==> config.mk <==
export PLATFORM = sky130hd
export DESIGN_NAME = gpm_port_top
export DESIGN_NICKNAME = d
export VERILOG_FILES = /design/src/rtl/gpm_pkg.sv /design/src/rtl/gpm_pin_cell.sv /design/src/rtl/gpm_port_top.sv
export SDC_FILE = /design/constraint.sdc
export NUM_CORES = 1
export LEC_CHECK = 0
export BUFFER_PORTS_ARGS = -buffer_cell sky130_fd_sc_hd__buf_2
export CAP_MARGIN = 20
export CELL_PAD_IN_SITES_DETAIL_PLACEMENT = 0
export CELL_PAD_IN_SITES_GLOBAL_PLACEMENT = 1
export CORE_UTILIZATION = 40
export DETAILED_ROUTE_END_ITERATION = 12
export PLACE_DENSITY = 0.84
export SKIP_LAST_GASP = 1
export SYNTH_ARGS = -nofsm -noshare
export SYNTH_HDL_FRONTEND = slang
export SYNTH_SLANG_ARGS = --single-unit
==> constraint.sdc <==
create_clock -name clk_sys -period 2.1 [get_ports clk_sys]
set_input_delay 0.42 -clock clk_sys [delete_from_list [all_inputs] [get_ports clk_sys]]
set_output_delay 0.42 -clock clk_sys [all_outputs]
set_load 0.01 [all_outputs]
==> src/rtl/gpm_pkg.sv <==
// Purpose: shared constants and types for the five-port pin mode block
// Assumes: 50 MHz system clock, synchronous active-low reset
// Notes:   one two-bit mode field and one data bit per pin
package gpm_pkg;
  localparam int PORT_CNT     = 5;                       // number of ports
  localparam int PORT_W       = 8;                       // pins per port
  localparam int PIN_CNT      = PORT_CNT * PORT_W;       // forty pins in all
  localparam int MODE_W       = 2;                       // width of one pin mode field
  localparam logic [PORT_W-1:0] DOUT_RST = 8'hff;        // output bits after reset
  localparam int BOOST_CYC    = 2;                       // strong-high cycles in quasi mode
  localparam int BOOST_CNT_W  = 2;                       // width of the boost counter
  typedef enum logic [1:0] {
    GPM_MODE_INPUT = 2'b00,                              // high impedance
    GPM_MODE_PUSH  = 2'b01,                              // push-pull
    GPM_MODE_OPEN  = 2'b10,                              // open-drain
    GPM_MODE_QUASI = 2'b11                               // quasi-bidirectional
  } gpm_mode_t;
  localparam gpm_mode_t MODE_RST = GPM_MODE_QUASI;       // mode after reset
endpackage

==> src/rtl/gpm_pin_cell.sv <==
// Purpose: drive logic for one pin in one of four modes
// Assumes: pin_level is already synchronised to clk_sys
// Notes:   strong high in quasi mode lasts a fixed number of cycles
`timescale 1ns/1ps
module gpm_pin_cell
  import gpm_pkg::*;
(
  input  wire logic      clk_sys,      // system clock
  input  wire logic      rst_n,        // synchronous reset, active low
  input  wire gpm_mode_t pin_mode,     // this pin's mode field
  input  wire logic      out_bit,      // this pin's output data bit
  input  wire logic      pin_level,    // synchronised pin level
  output logic           pad_o,        // value driven on the pad
  output logic           pad_oe        // high while the pad is driven
);
  // boost state: tracks the strong-high drive; boost_cnt_r counts cycles done
  typedef enum logic [1:0] {
    GPM_Q_IDLE  = 2'b00,               // no strong drive
    GPM_Q_BOOST = 2'b01,               // strong high in progress
    GPM_Q_HOLD  = 2'b10                // waiting for the pin to read high again
  } gpm_qstate_t;

  gpm_qstate_t            qstate_r;    // boost state
  logic [BOOST_CNT_W-1:0] boost_cnt_r; // cycles of strong drive done
  logic                   quasi_hi;    // quasi mode with data one

  assign quasi_hi = (pin_mode == GPM_MODE_QUASI) && out_bit;

  // strong high only after a low pin is seen, and only for a fixed span;
  // hold state stops a slow external edge from retriggering every cycle
  always_ff @(posedge clk_sys) begin
    if (!rst_n) begin
      qstate_r    <= GPM_Q_IDLE;
      boost_cnt_r <= '0;
    end else if (!quasi_hi) begin
      qstate_r    <= GPM_Q_IDLE;
      boost_cnt_r <= '0;
    end else begin
      unique case (qstate_r)
        GPM_Q_IDLE: begin
          if (!pin_level) begin // RULE7
            qstate_r    <= GPM_Q_BOOST;
            boost_cnt_r <= '0;
          end
        end
        GPM_Q_BOOST: begin
          if (boost_cnt_r == BOOST_CNT_W'(BOOST_CYC - 1)) begin // RULE7
            qstate_r <= GPM_Q_HOLD;
          end else begin
            boost_cnt_r <= boost_cnt_r + 1'b1;
          end
        end
        GPM_Q_HOLD: begin
          // the synchroniser still shows the old low right after release
          if (pin_level) begin
            qstate_r <= GPM_Q_IDLE;
          end
        end
        default: begin
          qstate_r <= GPM_Q_IDLE;
        end
      endcase
    end
  end

  // pad drive per mode
  always_comb begin
    pad_o  = 1'b0;
    pad_oe = 1'b0;
    unique case (pin_mode)
      GPM_MODE_INPUT: begin
        pad_oe = 1'b0; // RULE3
      end
      GPM_MODE_PUSH: begin
        pad_o  = out_bit; // RULE4
        pad_oe = 1'b1;
      end
      GPM_MODE_OPEN: begin
        pad_o  = 1'b0; // RULE5
        pad_oe = !out_bit;
      end
      GPM_MODE_QUASI: begin
        pad_o  = out_bit; // RULE6
        pad_oe = !out_bit || (qstate_r == GPM_Q_BOOST); // RULE7
      end
    endcase
  end
endmodule

==> src/rtl/gpm_port_top.sv <==
// Purpose: forty-pin, five-port mode and data logic
// Assumes: pads resolved outside; pull-ups on the board
// Notes:   mode and data arrive as plain ports, no register bus
// Notes on behaviour
// RULE1: forty pins, five ports, per-pin control
// RULE2: reset: quasi mode, output bits all ones
// RULE3: mode 00 floats pin, level still read
// RULE4: mode 01 drives data push-pull
// RULE5: mode 10 sinks low, releases high
// RULE6: mode 11 quasi, zero data drives low
// RULE7: quasi one: low pin gets two-cycle boost
// RULE8: software sets data one before input
// RULE9: pin levels sampled every clock
`timescale 1ns/1ps
module gpm_port_top
  import gpm_pkg::*;
(
  input  wire logic                            clk_sys,                // system clock
  input  wire logic                            rst_n,                  // sync reset, low
  input  wire logic [PIN_CNT*MODE_W-1:0]       port_pin_mode_select,   // new mode fields
  input  wire logic                            mode_wr,                // load mode fields
  input  wire logic [PIN_CNT-1:0]              port_output_bits_wdata, // new output bits
  input  wire logic                            dout_wr,                // load output bits
  input  wire logic [PIN_CNT-1:0]              pad_i,                  // pad levels
  output logic      [PIN_CNT-1:0]              pad_o,                  // pad drive values
  output logic      [PIN_CNT-1:0]              pad_oe,                 // pad drive enables
  output logic      [PIN_CNT*MODE_W-1:0]       mode_q,                 // held mode fields
  output logic      [PIN_CNT-1:0]              port_output_bits,       // held output bits
  output logic      [PIN_CNT-1:0]              port_pin_level_bits     // sampled levels
);
  logic [PIN_CNT-1:0]        sync1_r;      // first synchroniser stage
  logic [PIN_CNT*MODE_W-1:0] mode_rst_vec; // reset image of the mode fields

  // mode fields: all quasi after reset
  assign mode_rst_vec = {PIN_CNT{MODE_RST}};
  always_ff @(posedge clk_sys) begin
    if (!rst_n) begin
      mode_q <= {PIN_CNT{MODE_RST}}; // RULE2
    end else if (mode_wr) begin
      mode_q <= port_pin_mode_select; // RULE1
    end
  end

  // output bits: each port resets to all ones
  always_ff @(posedge clk_sys) begin
    if (!rst_n) begin
      port_output_bits <= {PORT_CNT{DOUT_RST}}; // RULE2
    end else if (dout_wr) begin
      port_output_bits <= port_output_bits_wdata;
    end
  end

  // two-stage sample of pads every clock in any mode;
  // resets to the pull-up level so release does not look like a low pin
  // and start a false boost on every quasi pin
  always_ff @(posedge clk_sys) begin
    if (!rst_n) begin
      sync1_r             <= '1;
      port_pin_level_bits <= '1;
    end else begin
      sync1_r             <= pad_i; // RULE9
      port_pin_level_bits <= sync1_r; // RULE3
    end
  end

  // one drive cell per pin
  for (genvar i = 0; i < PIN_CNT; i++) begin : g_pin
    gpm_pin_cell u_cell (
      .clk_sys   (clk_sys),
      .rst_n     (rst_n),
      .pin_mode  (gpm_mode_t'(mode_q[i*MODE_W +: MODE_W])),
      .out_bit   (port_output_bits[i]),
      .pin_level (port_pin_level_bits[i]),
      .pad_o     (pad_o[i]),
      .pad_oe    (pad_oe[i])
    );
  end
endmodule

After elaboration in Yosys (flattened, before gate mapping)
Cells that the tools add are included.

storage, ports and cells
  bits in registers = 360
  bits of input ports = 164
  output and inout bits = 240
  logic and storage cells = 1284

operators by class
  $add $sub $neg = 40
  reduce and logical (&&, ||, !) cells = 400
  equality and inequality tests = 400
  multiplexer cells = 360

operators with widths
  operator             number
  $mux 2               200
  $eq 2x1->1 const B   120
  $eq 2x2->1 const B   120
  $ne 2x2->1 const B   120
  $pmux 2 s3           40
  $reduce_and 3->1     80
  $logic_not 2->1      80
  $pmux 1 s4           40
  $pmux 2 s2           40
  $add 2x1->2 const B  40
  $ne 2x1->1 const B   40
  $reduce_and 2->1     40
  $reduce_bool 2->1    40
  $reduce_or 2->1      40
  $logic_and 1x1->1    40
  $logic_not 1->1      40
  $logic_or 1x1->1     40
  $mux 1               40

Logic depth before layout (Yosys ltp)
Gate-level depths: netlist of the first run.

  depth after elaboration = 3
  mapped depth = 5
  mapped depth without buffers = 5

Cells and area by module
From an unflattened synthesis of the first run, not the netlist that was laid out.

second synthesis, totals
  cells, all modules = 1596
  area, all modules = 16365.7 sq um

by module, submodules not included
  module        area an instance (sq um)  instances  cells an instance  sequential area each (sq um)
  gpm_pin_cell  247.7                     40         26                 80.1
  gpm_port_top  6456.2                    1          556                4003.8

Worst setup path before layout of the first run
No wires, ideal clock.

  path type = reg2out
  start = register g_pin[11].u_cell.qstate_r[0]
  end = output port pad_oe[11]
  arrival = 859 ps
  data required time = 1680 ps
  path slack = 821 ps
  buffers on the path = 1
  cell stages (with the launch flop) = 5
  cells stage by stage = dfxtp_1 inv_1 o21ai_0 a22o_1 buf_4

on the way
  longest elaborated chain between the ends = 3

RTL lines
  what                    RTL line            text
  from (decl)             gpm_pin_cell.sv:23  gpm_qstate_t qstate_r;
  from (signal assigned)  gpm_pin_cell.sv:33  qstate_r <= GPM_Q_IDLE;
  from (signal assigned)  gpm_pin_cell.sv:36  qstate_r <= GPM_Q_IDLE;
  from (signal assigned)  gpm_pin_cell.sv:42  qstate_r <= GPM_Q_BOOST;
  $eq 2x1->1              gpm_pin_cell.sv:84  pad_oe = !out_bit || (qstate_r == GPM_Q_BOOST);
  $logic_or 1x1->1        gpm_pin_cell.sv:84
  $pmux 1 s4              gpm_pin_cell.sv:70  unique case (pin_mode)
  to (decl)               gpm_port_top.sv:26  output logic [PIN_CNT-1:0] pad_oe,

Every way passes these cells.

Worst setup path in the final report of the first run
  start = register g_pin[25].u_cell.qstate_r[0]
  end = output port pad_oe[25]

on the way
  longest elaborated chain between the ends = 3

RTL lines
  what                    RTL line
  from (decl)             gpm_pin_cell.sv:23
  from (signal assigned)  gpm_pin_cell.sv:33
  from (signal assigned)  gpm_pin_cell.sv:36
  from (signal assigned)  gpm_pin_cell.sv:42
  $eq 2x1->1              gpm_pin_cell.sv:84
  $logic_or 1x1->1        gpm_pin_cell.sv:84
  $pmux 1 s4              gpm_pin_cell.sv:70

Every way passes these cells.

==> flow_metrics.env, run 1 <==
export IMPL_status="complete, no violations"
export IMPL_core_mm2=0.04001
export IMPL_finalHoldViolCount=0
export IMPL_die_w_um=204.0
export IMPL_p_per_area_mw_per_mm2=833.0
export IMPL_syn_nets=1966
export IMPL_slew_limit_headroom_pct=72.63
export IMPL_hold_path_class="in -> reg"
export IMPL_drc=0
export IMPL_startpoint_type="register"
export IMPL_period_share_pct=96.06
export IMPL_ys_ff_latch=360
export IMPL_yosysUniqueCellTypes=32
export IMPL_grtUsageTotal_pct=17.95
export IMPL_synthCells=1762
export IMPL_clockBufferDepth=3
export IMPL_hpwl_um=28370
export IMPL_root_buffer="clkbuf_16"
export IMPL_reg2reg_from="g_pin[9].u_cell.boost_cnt_r[1]$_SDFFE_PN0P_"
export IMPL_dieArea_mm2=0.04161
export IMPL_start_util_pct=40.79
export IMPL_slew_violations=0
export IMPL_first_pass_iters=5
export IMPL_worstMarginPinSlew_ns=0.4106
export IMPL_yosys_area_top_type="dfxtp_1"
export IMPL_endpoint="pad_oe[25]"
export IMPL_grt_antenna_before_repair=1
export IMPL_finalWorstSetupSlack_ns=0.08271
export IMPL_cp_arrival_ns=1.60
export IMPL_final_cell_mix="buf_2, dfxtp_1, inv_1, o21ai_0, nand2_1"
export IMPL_synth_area_mm2=0.01632
export IMPL_num_rows=73
export IMPL_r2r_end="g_pin[9].u_cell.boost_cnt_r[1]$_SDFFE_PN0P_"
export IMPL_crit_path_max_fanout=8
export IMPL_cp_startpoint="g_pin[25].u_cell.qstate_r[0]$_SDFFE_PN0P_"
export IMPL_fillCellCount=3858
export IMPL_clock_sinks=360
export IMPL_die_y_um=204.0
export IMPL_worstSetupPathType="reg -> out"
export IMPL_final_setup_viol_count=0
export IMPL_cts_tree="built"
export IMPL_p_leak_nw=7.839
export IMPL_grt_setup_unrepaired="no"
export IMPL_wl_per_cell_um=14.85
export IMPL_tns_ns=0
export IMPL_routabilityCongestion=0.8197
export IMPL_yosys_most_used_dff="dfxtp_1"
export IMPL_synthToLayoutAreaGrowth_pct=17.40
export IMPL_maxCapViolCount=0
export IMPL_nNetsFinal=2228
export IMPL_dr_total_vias=13165
export IMPL_io_pins=404
export IMPL_drt_initial_drc_count=651
export IMPL_grt_pass1_vias=12333
export IMPL_fin_worst_skew_ns=0.008450
export IMPL_routed_wl_um=38270
export IMPL_ir_worst_vdd_v=0.0005468
export IMPL_fmax_mhz=495.7
export IMPL_worst_setup_path_end_kind="output port"
export IMPL_grt_max_degree=49
export IMPL_cts_made_buffers=41
export IMPL_drive_gt1_share_pct=27.45
export IMPL_ys_seq_area_share_pct=44.16
export IMPL_yosysWarnings=0
export IMPL_synth_edf_count=0
export IMPL_cts_setup_buffers=0
export IMPL_clk_pin_slew_ns=0.06
export IMPL_finalCriticalPeriod_ns=2.017
export IMPL_layout_commonest_cell="buf_2"
export IMPL_synth_top_area_share_pct=44.16
export IMPL_globalRouteOverflowTotal=0
export IMPL_syn_area_per_cell_um2=9.262
export IMPL_ff2ff_setup_slack_ns=0.76
export IMPL_netlist_top_cells_area="dfxtp_1, buf_4, mux2i_1"
export IMPL_avgViaCountPerCell=5.109
export IMPL_h_tree_depth=2
export IMPL_r2r_cells=4
export IMPL_dp_slack_ns=0.5225
export IMPL_antenna_left=0
export IMPL_grt_pass1_wl_um=61630
export IMPL_async_flop_share_pct=0
export IMPL_worstPathRequired_ns=1.68
export IMPL_clock_latency_ns=0.54
export IMPL_port_buffers=403
routing by layer:
metal,track usage (%),wire length [um],vias up,share of wire [%]
met5,0,13,-,0.034
met4,5.544,725,2,1.9
met3,4.241,2588,51,6.8
met2,30.11,17850,355,47
met1,22.67,17100,6105,45
li1,-,-,6652,-
power breakdown:
part	internal (mW)	switching, mW
sequential	7.09	0.245
combinational	0.765	0.939
clock	4.14	2.77
state kept, by name (all words and copies together) (netlist names):
signal and count:
mode_q 80, g_pin.u_cell.boost_cnt_r 80, sync1_r 40, port_output_bits 40, port_pin_level_bits 40, g_pin.u_cell.qstate_r 80
stage by stage:
| stage | hold slack (ns) | instances | utilization, % | cell area [um2] | total power, mW |
|---|---|---|---|---|---|
| 3_5_place_dp | 0.3916 | 2506 | 44.50 | 17800 | 9.193 |
| 3_3_place_gp | 0.3874 | 2506 | 44.50 | 17800 | 9.170 |
| 4_1_cts | 0.01544 | 2576 | 47.80 | 19120 | 16.19 |
| 5_1_grt | 0.03321 | 2576 | 47.89 | 19160 | 16.69 |
| 6_report | 0.05482 | 2577 | 47.89 | 19160 | 15.96 |
| 2_1_floorplan | 0.3863 | 1762 | - | 16320 | 8.741 |
repair_timing:
action,in CTS,in global routing
endpoints found under the hold margin,0,0
hold buffers,0,0
pin swaps,0,1
setup endpoints to repair,4,27
gates resized for setup,4,27
worst min path at each step:
stage	from	to	slack, ns	depth (start not counted)
CTS	pad_i[21]	sync1_r[21]$_SDFF_PN1_	0.02	2
floorplan	sync1_r[0]$_SDFF_PN1_	port_pin_level_bits[0]$_SDFF_PN1_	0.39	1
finish	pad_i[30]	sync1_r[30]$_SDFF_PN1_	0.05	2
detailed placement	sync1_r[10]$_SDFF_PN1_	port_pin_level_bits[10]$_SDFF_PN1_	0.39	1
global placement	sync1_r[1]$_SDFF_PN1_	port_pin_level_bits[1]$_SDFF_PN1_	0.39	1
global route	pad_i[38]	sync1_r[38]$_SDFF_PN1_	0.03	2
final cells by class:
class / instances / area [um2] / area share (%)
antenna: 1 / 2.502 / 0.01306
clock buffer: 56 / 1212 / 6.328
clock inverter: 14 / 105.1 / 0.5486
inverter: 136 / 510.5 / 2.664
multi-input combinational: 1062 / 7174 / 37.45
sequential: 360 / 7242 / 37.80
tap: 525 / 656.9 / 3.428
timing repair buffer: 423 / 2256 / 11.77
worst max-delay path, cell delays in order, from the launching register on:
cell	delay, ns
dfxtp_1	0.45
inv_1	0.09
o21ai_0	0.22
a22o_1	0.16
buf_2	0.12
cells in the mapped netlist (2+ instances only):
master and n:
dfxtp_1 360, a2111oi_2 34, nand3b_1 20, nand2_1 122, o211ai_1 40, mux2i_1 80, or3b_2 2, nor2_1 36
a2111oi_0 4, nor2b_1 43, nand3_1 57, inv_1 135, clkbuf_1 14, buf_6 4, and2_1 40, buf_2 24
a2111oi_1 2, a22o_1 36, o21ai_0 124, nand2b_1 80, buf_4 161, nand3_2 4, ha_1 40, nor4b_1 79
and3b_1 17, a31oi_1 80, a21oi_1 119
logic make-up (layout without fill, tap and decap cells):
kind of cell	Yosys count	count (layout)	synth area share, %
simple gates	503	503	18.22
compound gates	439	439	17.76
flops	360	360	44.16
buf+inv	340	629	11.89
mux	80	80	4.907
fa+ha+maj	40	40	3.067
other cells	0	1	0
Note: power is estimated with default switching activity, not from simulation.
==> run 2: changes to the inputs <==
Settings changed: ABC_AREA set to 1, PLACE_DENSITY 0.84 to 0.88.
==> flow_metrics.env, run 2 <==
export IMPL_status="complete, no violations"
export IMPL_yosysUniqueCellTypes=20
export IMPL_core_mm2=0.03982
export IMPL_cts_setup_buffers=0
export IMPL_slew_limit_headroom_pct=30.59
export IMPL_worst_path_largest_cell_delay_ns=0.37
export IMPL_dpl_cell_area_mm2=0.01760
export IMPL_die_w_um=203.2
export IMPL_p_leak_nw=9.153
export IMPL_first_pass_iters=5
export IMPL_cts_tree="built"
export IMPL_clock_sinks=360
export IMPL_synth_top_area_share_pct=44.51
export IMPL_startpoint_type="register"
export IMPL_fin_util_pct=48.07
export IMPL_synth_most_common_cell="nand2_1"
export IMPL_finalCriticalPeriod_ns=1.971
export IMPL_netlist_top_cells_area="dfxtp_1, nand2_1, buf_4"
export IMPL_tns_ns=0
export IMPL_yosysWarnings=0
export IMPL_grt_antenna_before_repair=5
export IMPL_worstSetupPathType="reg -> out"
export IMPL_final_cell_area_mm2=0.01914
export IMPL_holdWs_ns=0.05660
export IMPL_hold_path_class="in -> reg"
export IMPL_r2r_cells=6
export IMPL_ys_seq_area_share_pct=44.51
export IMPL_placed_cells=2943
export IMPL_antenna_left=0
export IMPL_dr_total_vias=14231
export IMPL_maxCapViolCount=0
export IMPL_total_power_mw=17.00
export IMPL_ys_ff_latch=360
export IMPL_avgViaCountPerCell=4.711
export IMPL_async_flop_share_pct=0
export IMPL_port_buffers=403
export IMPL_final_setup_viol_count=0
export IMPL_num_rows=73
export IMPL_crit_path_max_fanout=4
export IMPL_clk_pin_slew_ns=0.06
export IMPL_start_util_pct=40.66
export IMPL_root_buffer="clkbuf_16"
export IMPL_yosys_area_top_type="dfxtp_1"
export IMPL_cp_cell_sequence="inv_1, nand2_1, inv_1, o21ai_0, o21ai_0, buf_2"
export IMPL_drc=0
export IMPL_synthToLayoutAreaGrowth_pct=18.24
export IMPL_io_pins=404
export IMPL_fin_worst_skew_ns=0.01343
export IMPL_fmax_mhz=507.2
export IMPL_nNetsFinal=2665
export IMPL_h_tree_depth=2
export IMPL_clockBufferDepth=3
export IMPL_final_cells=3021
export IMPL_synth_area_mm2=0.01619
export IMPL_grt_setup_unrepaired="no"
export IMPL_layout_commonest_cell="nand2_1"
export IMPL_slew_violations=0
export IMPL_grt_pass1_wl_um=62560
export IMPL_synth_edf_count=0
export IMPL_grt_pass1_vias=12945
export IMPL_drive_gt1_share_pct=24.12
export IMPL_globalRouteOverflowTotal=0
export IMPL_routed_wl_um=39810
export IMPL_grtUsageTotal_pct=18.67
export IMPL_cts_made_buffers=41
export IMPL_worstPathRequired_ns=1.68
export IMPL_drt_initial_drc_count=633
export IMPL_ir_worst_vdd_v=0.0005968
export IMPL_grt_max_degree=121
export IMPL_worst_setup_path_end_kind="output port"
export IMPL_syn_nets=2420
export IMPL_yosys_most_used_dff="dfxtp_1"
export IMPL_cp_arrival_ns=1.55
export IMPL_routabilityCongestion=0.8196
export IMPL_hpwl_um=28670
export IMPL_clock_latency_ns=0.54
export IMPL_die_y_um=203.2
export IMPL_crit_slowest_cell="dfxtp_1"
export IMPL_finalHoldViolCount=0
export IMPL_reg_top3="g_pin.u_cell.boost_cnt_r x80, g_pin.u_cell.qstate_r x80, mode_q x80"
export IMPL_period_share_pct=93.88
export IMPL_hold_path_cell_count=2
export IMPL_finalWorstSetupSlack_ns=0.1285
export IMPL_final_cell_mix="nand2_1, buf_2, dfxtp_1, inv_1, nor2_1"
export IMPL_wl_per_cell_um=13.18
export IMPL_worstMarginPinSlew_ns=1.040
export IMPL_synthCells=2216
export IMPL_syn_area_per_cell_um2=7.307
export IMPL_p_per_area_mw_per_mm2=888.1
export IMPL_dp_slack_ns=0.2647
export IMPL_synthTopCellsByCount="nand2_1, dfxtp_1, inv_1"
export IMPL_dieArea_mm2=0.04129
-- run 2: layout make-up --
class | instances | area (um2)
clock buffer | 57 | 1209
timing repair buffer | 414 | 2167
inverter | 324 | 1219
clock inverter | 17 | 316.6
tap | 525 | 656.9
antenna | 4 | 10.01
sequential | 360 | 7216
fill | 3952 | 20680
multi-input combinational | 1320 | 6351
-- run 2: report_power, final --
| group | internal, mW | switching, mW | total, mW |
|---|---|---|---|
| combinational | 0.684 | 1.06 | 1.75 |
| clock | 5.12 | 2.83 | 7.95 |
| sequential | 7.10 | 0.204 | 7.30 |
| total | 12.9 | 4.10 | 17.0 |
-- run 2: layer usage --
metal	up-vias	GRT usage, %	wire length, um
met4	2	8.271	1348
met5	-	0	13
met2	354	31.47	18610
met3	73	3.675	2161
li1	7328	-	-
met1	6474	23.00	17680
-- run 2: path summary, 6_finish.rpt --
kind / end / slack (ns) / startpoint
worst min register to register: port_pin_level_bits[21]$_SDFF_PN1_ / 0.40 / sync1_r[21]$_SDFF_PN1_
worst max register to register: g_pin[7].u_cell.boost_cnt_r[0]$_SDFFE_PN0P_ / 0.89 / g_pin[7].u_cell.boost_cnt_r[1]$_SDFFE_PN0P_
worst min-delay path: sync1_r[2]$_SDFF_PN1_ / 0.06 / pad_i[2]
worst max-delay path: pad_oe[34] / 0.13 / g_pin[34].u_cell.qstate_r[1]$_SDFFE_PN0P_
-- run 2: logic make-up (layout without fill, tap and decap cells) --
family | after synthesis | count (layout) | share of synthesized area, %
buffers and inverters | 536 | 812 | 16.27
adders and majority gates | 40 | 40 | 3.091
AOI/OAI and AO/OA | 281 | 281 | 8.686
DFF | 360 | 360 | 44.51
other | 0 | 4 | 0
and+or+nand+nor | 999 | 999 | 27.45
-- run 2: critical path: cells and delay by family, from the launching register on --
family | cells | cell delay [ns]
AND/OR/NAND/NOR | 1 | 0.10
flip-flops | 1 | 0.37
AO/OA/AOI/OAI | 2 | 0.27
buffers and inverters | 3 | 0.27
-- run 2: repair_timing --
item / 4_1_cts / 5_1_grt
endpoints found under the setup margin: 0 / 7
resized for setup: 0 / 7
hold buffers: 0 / 0
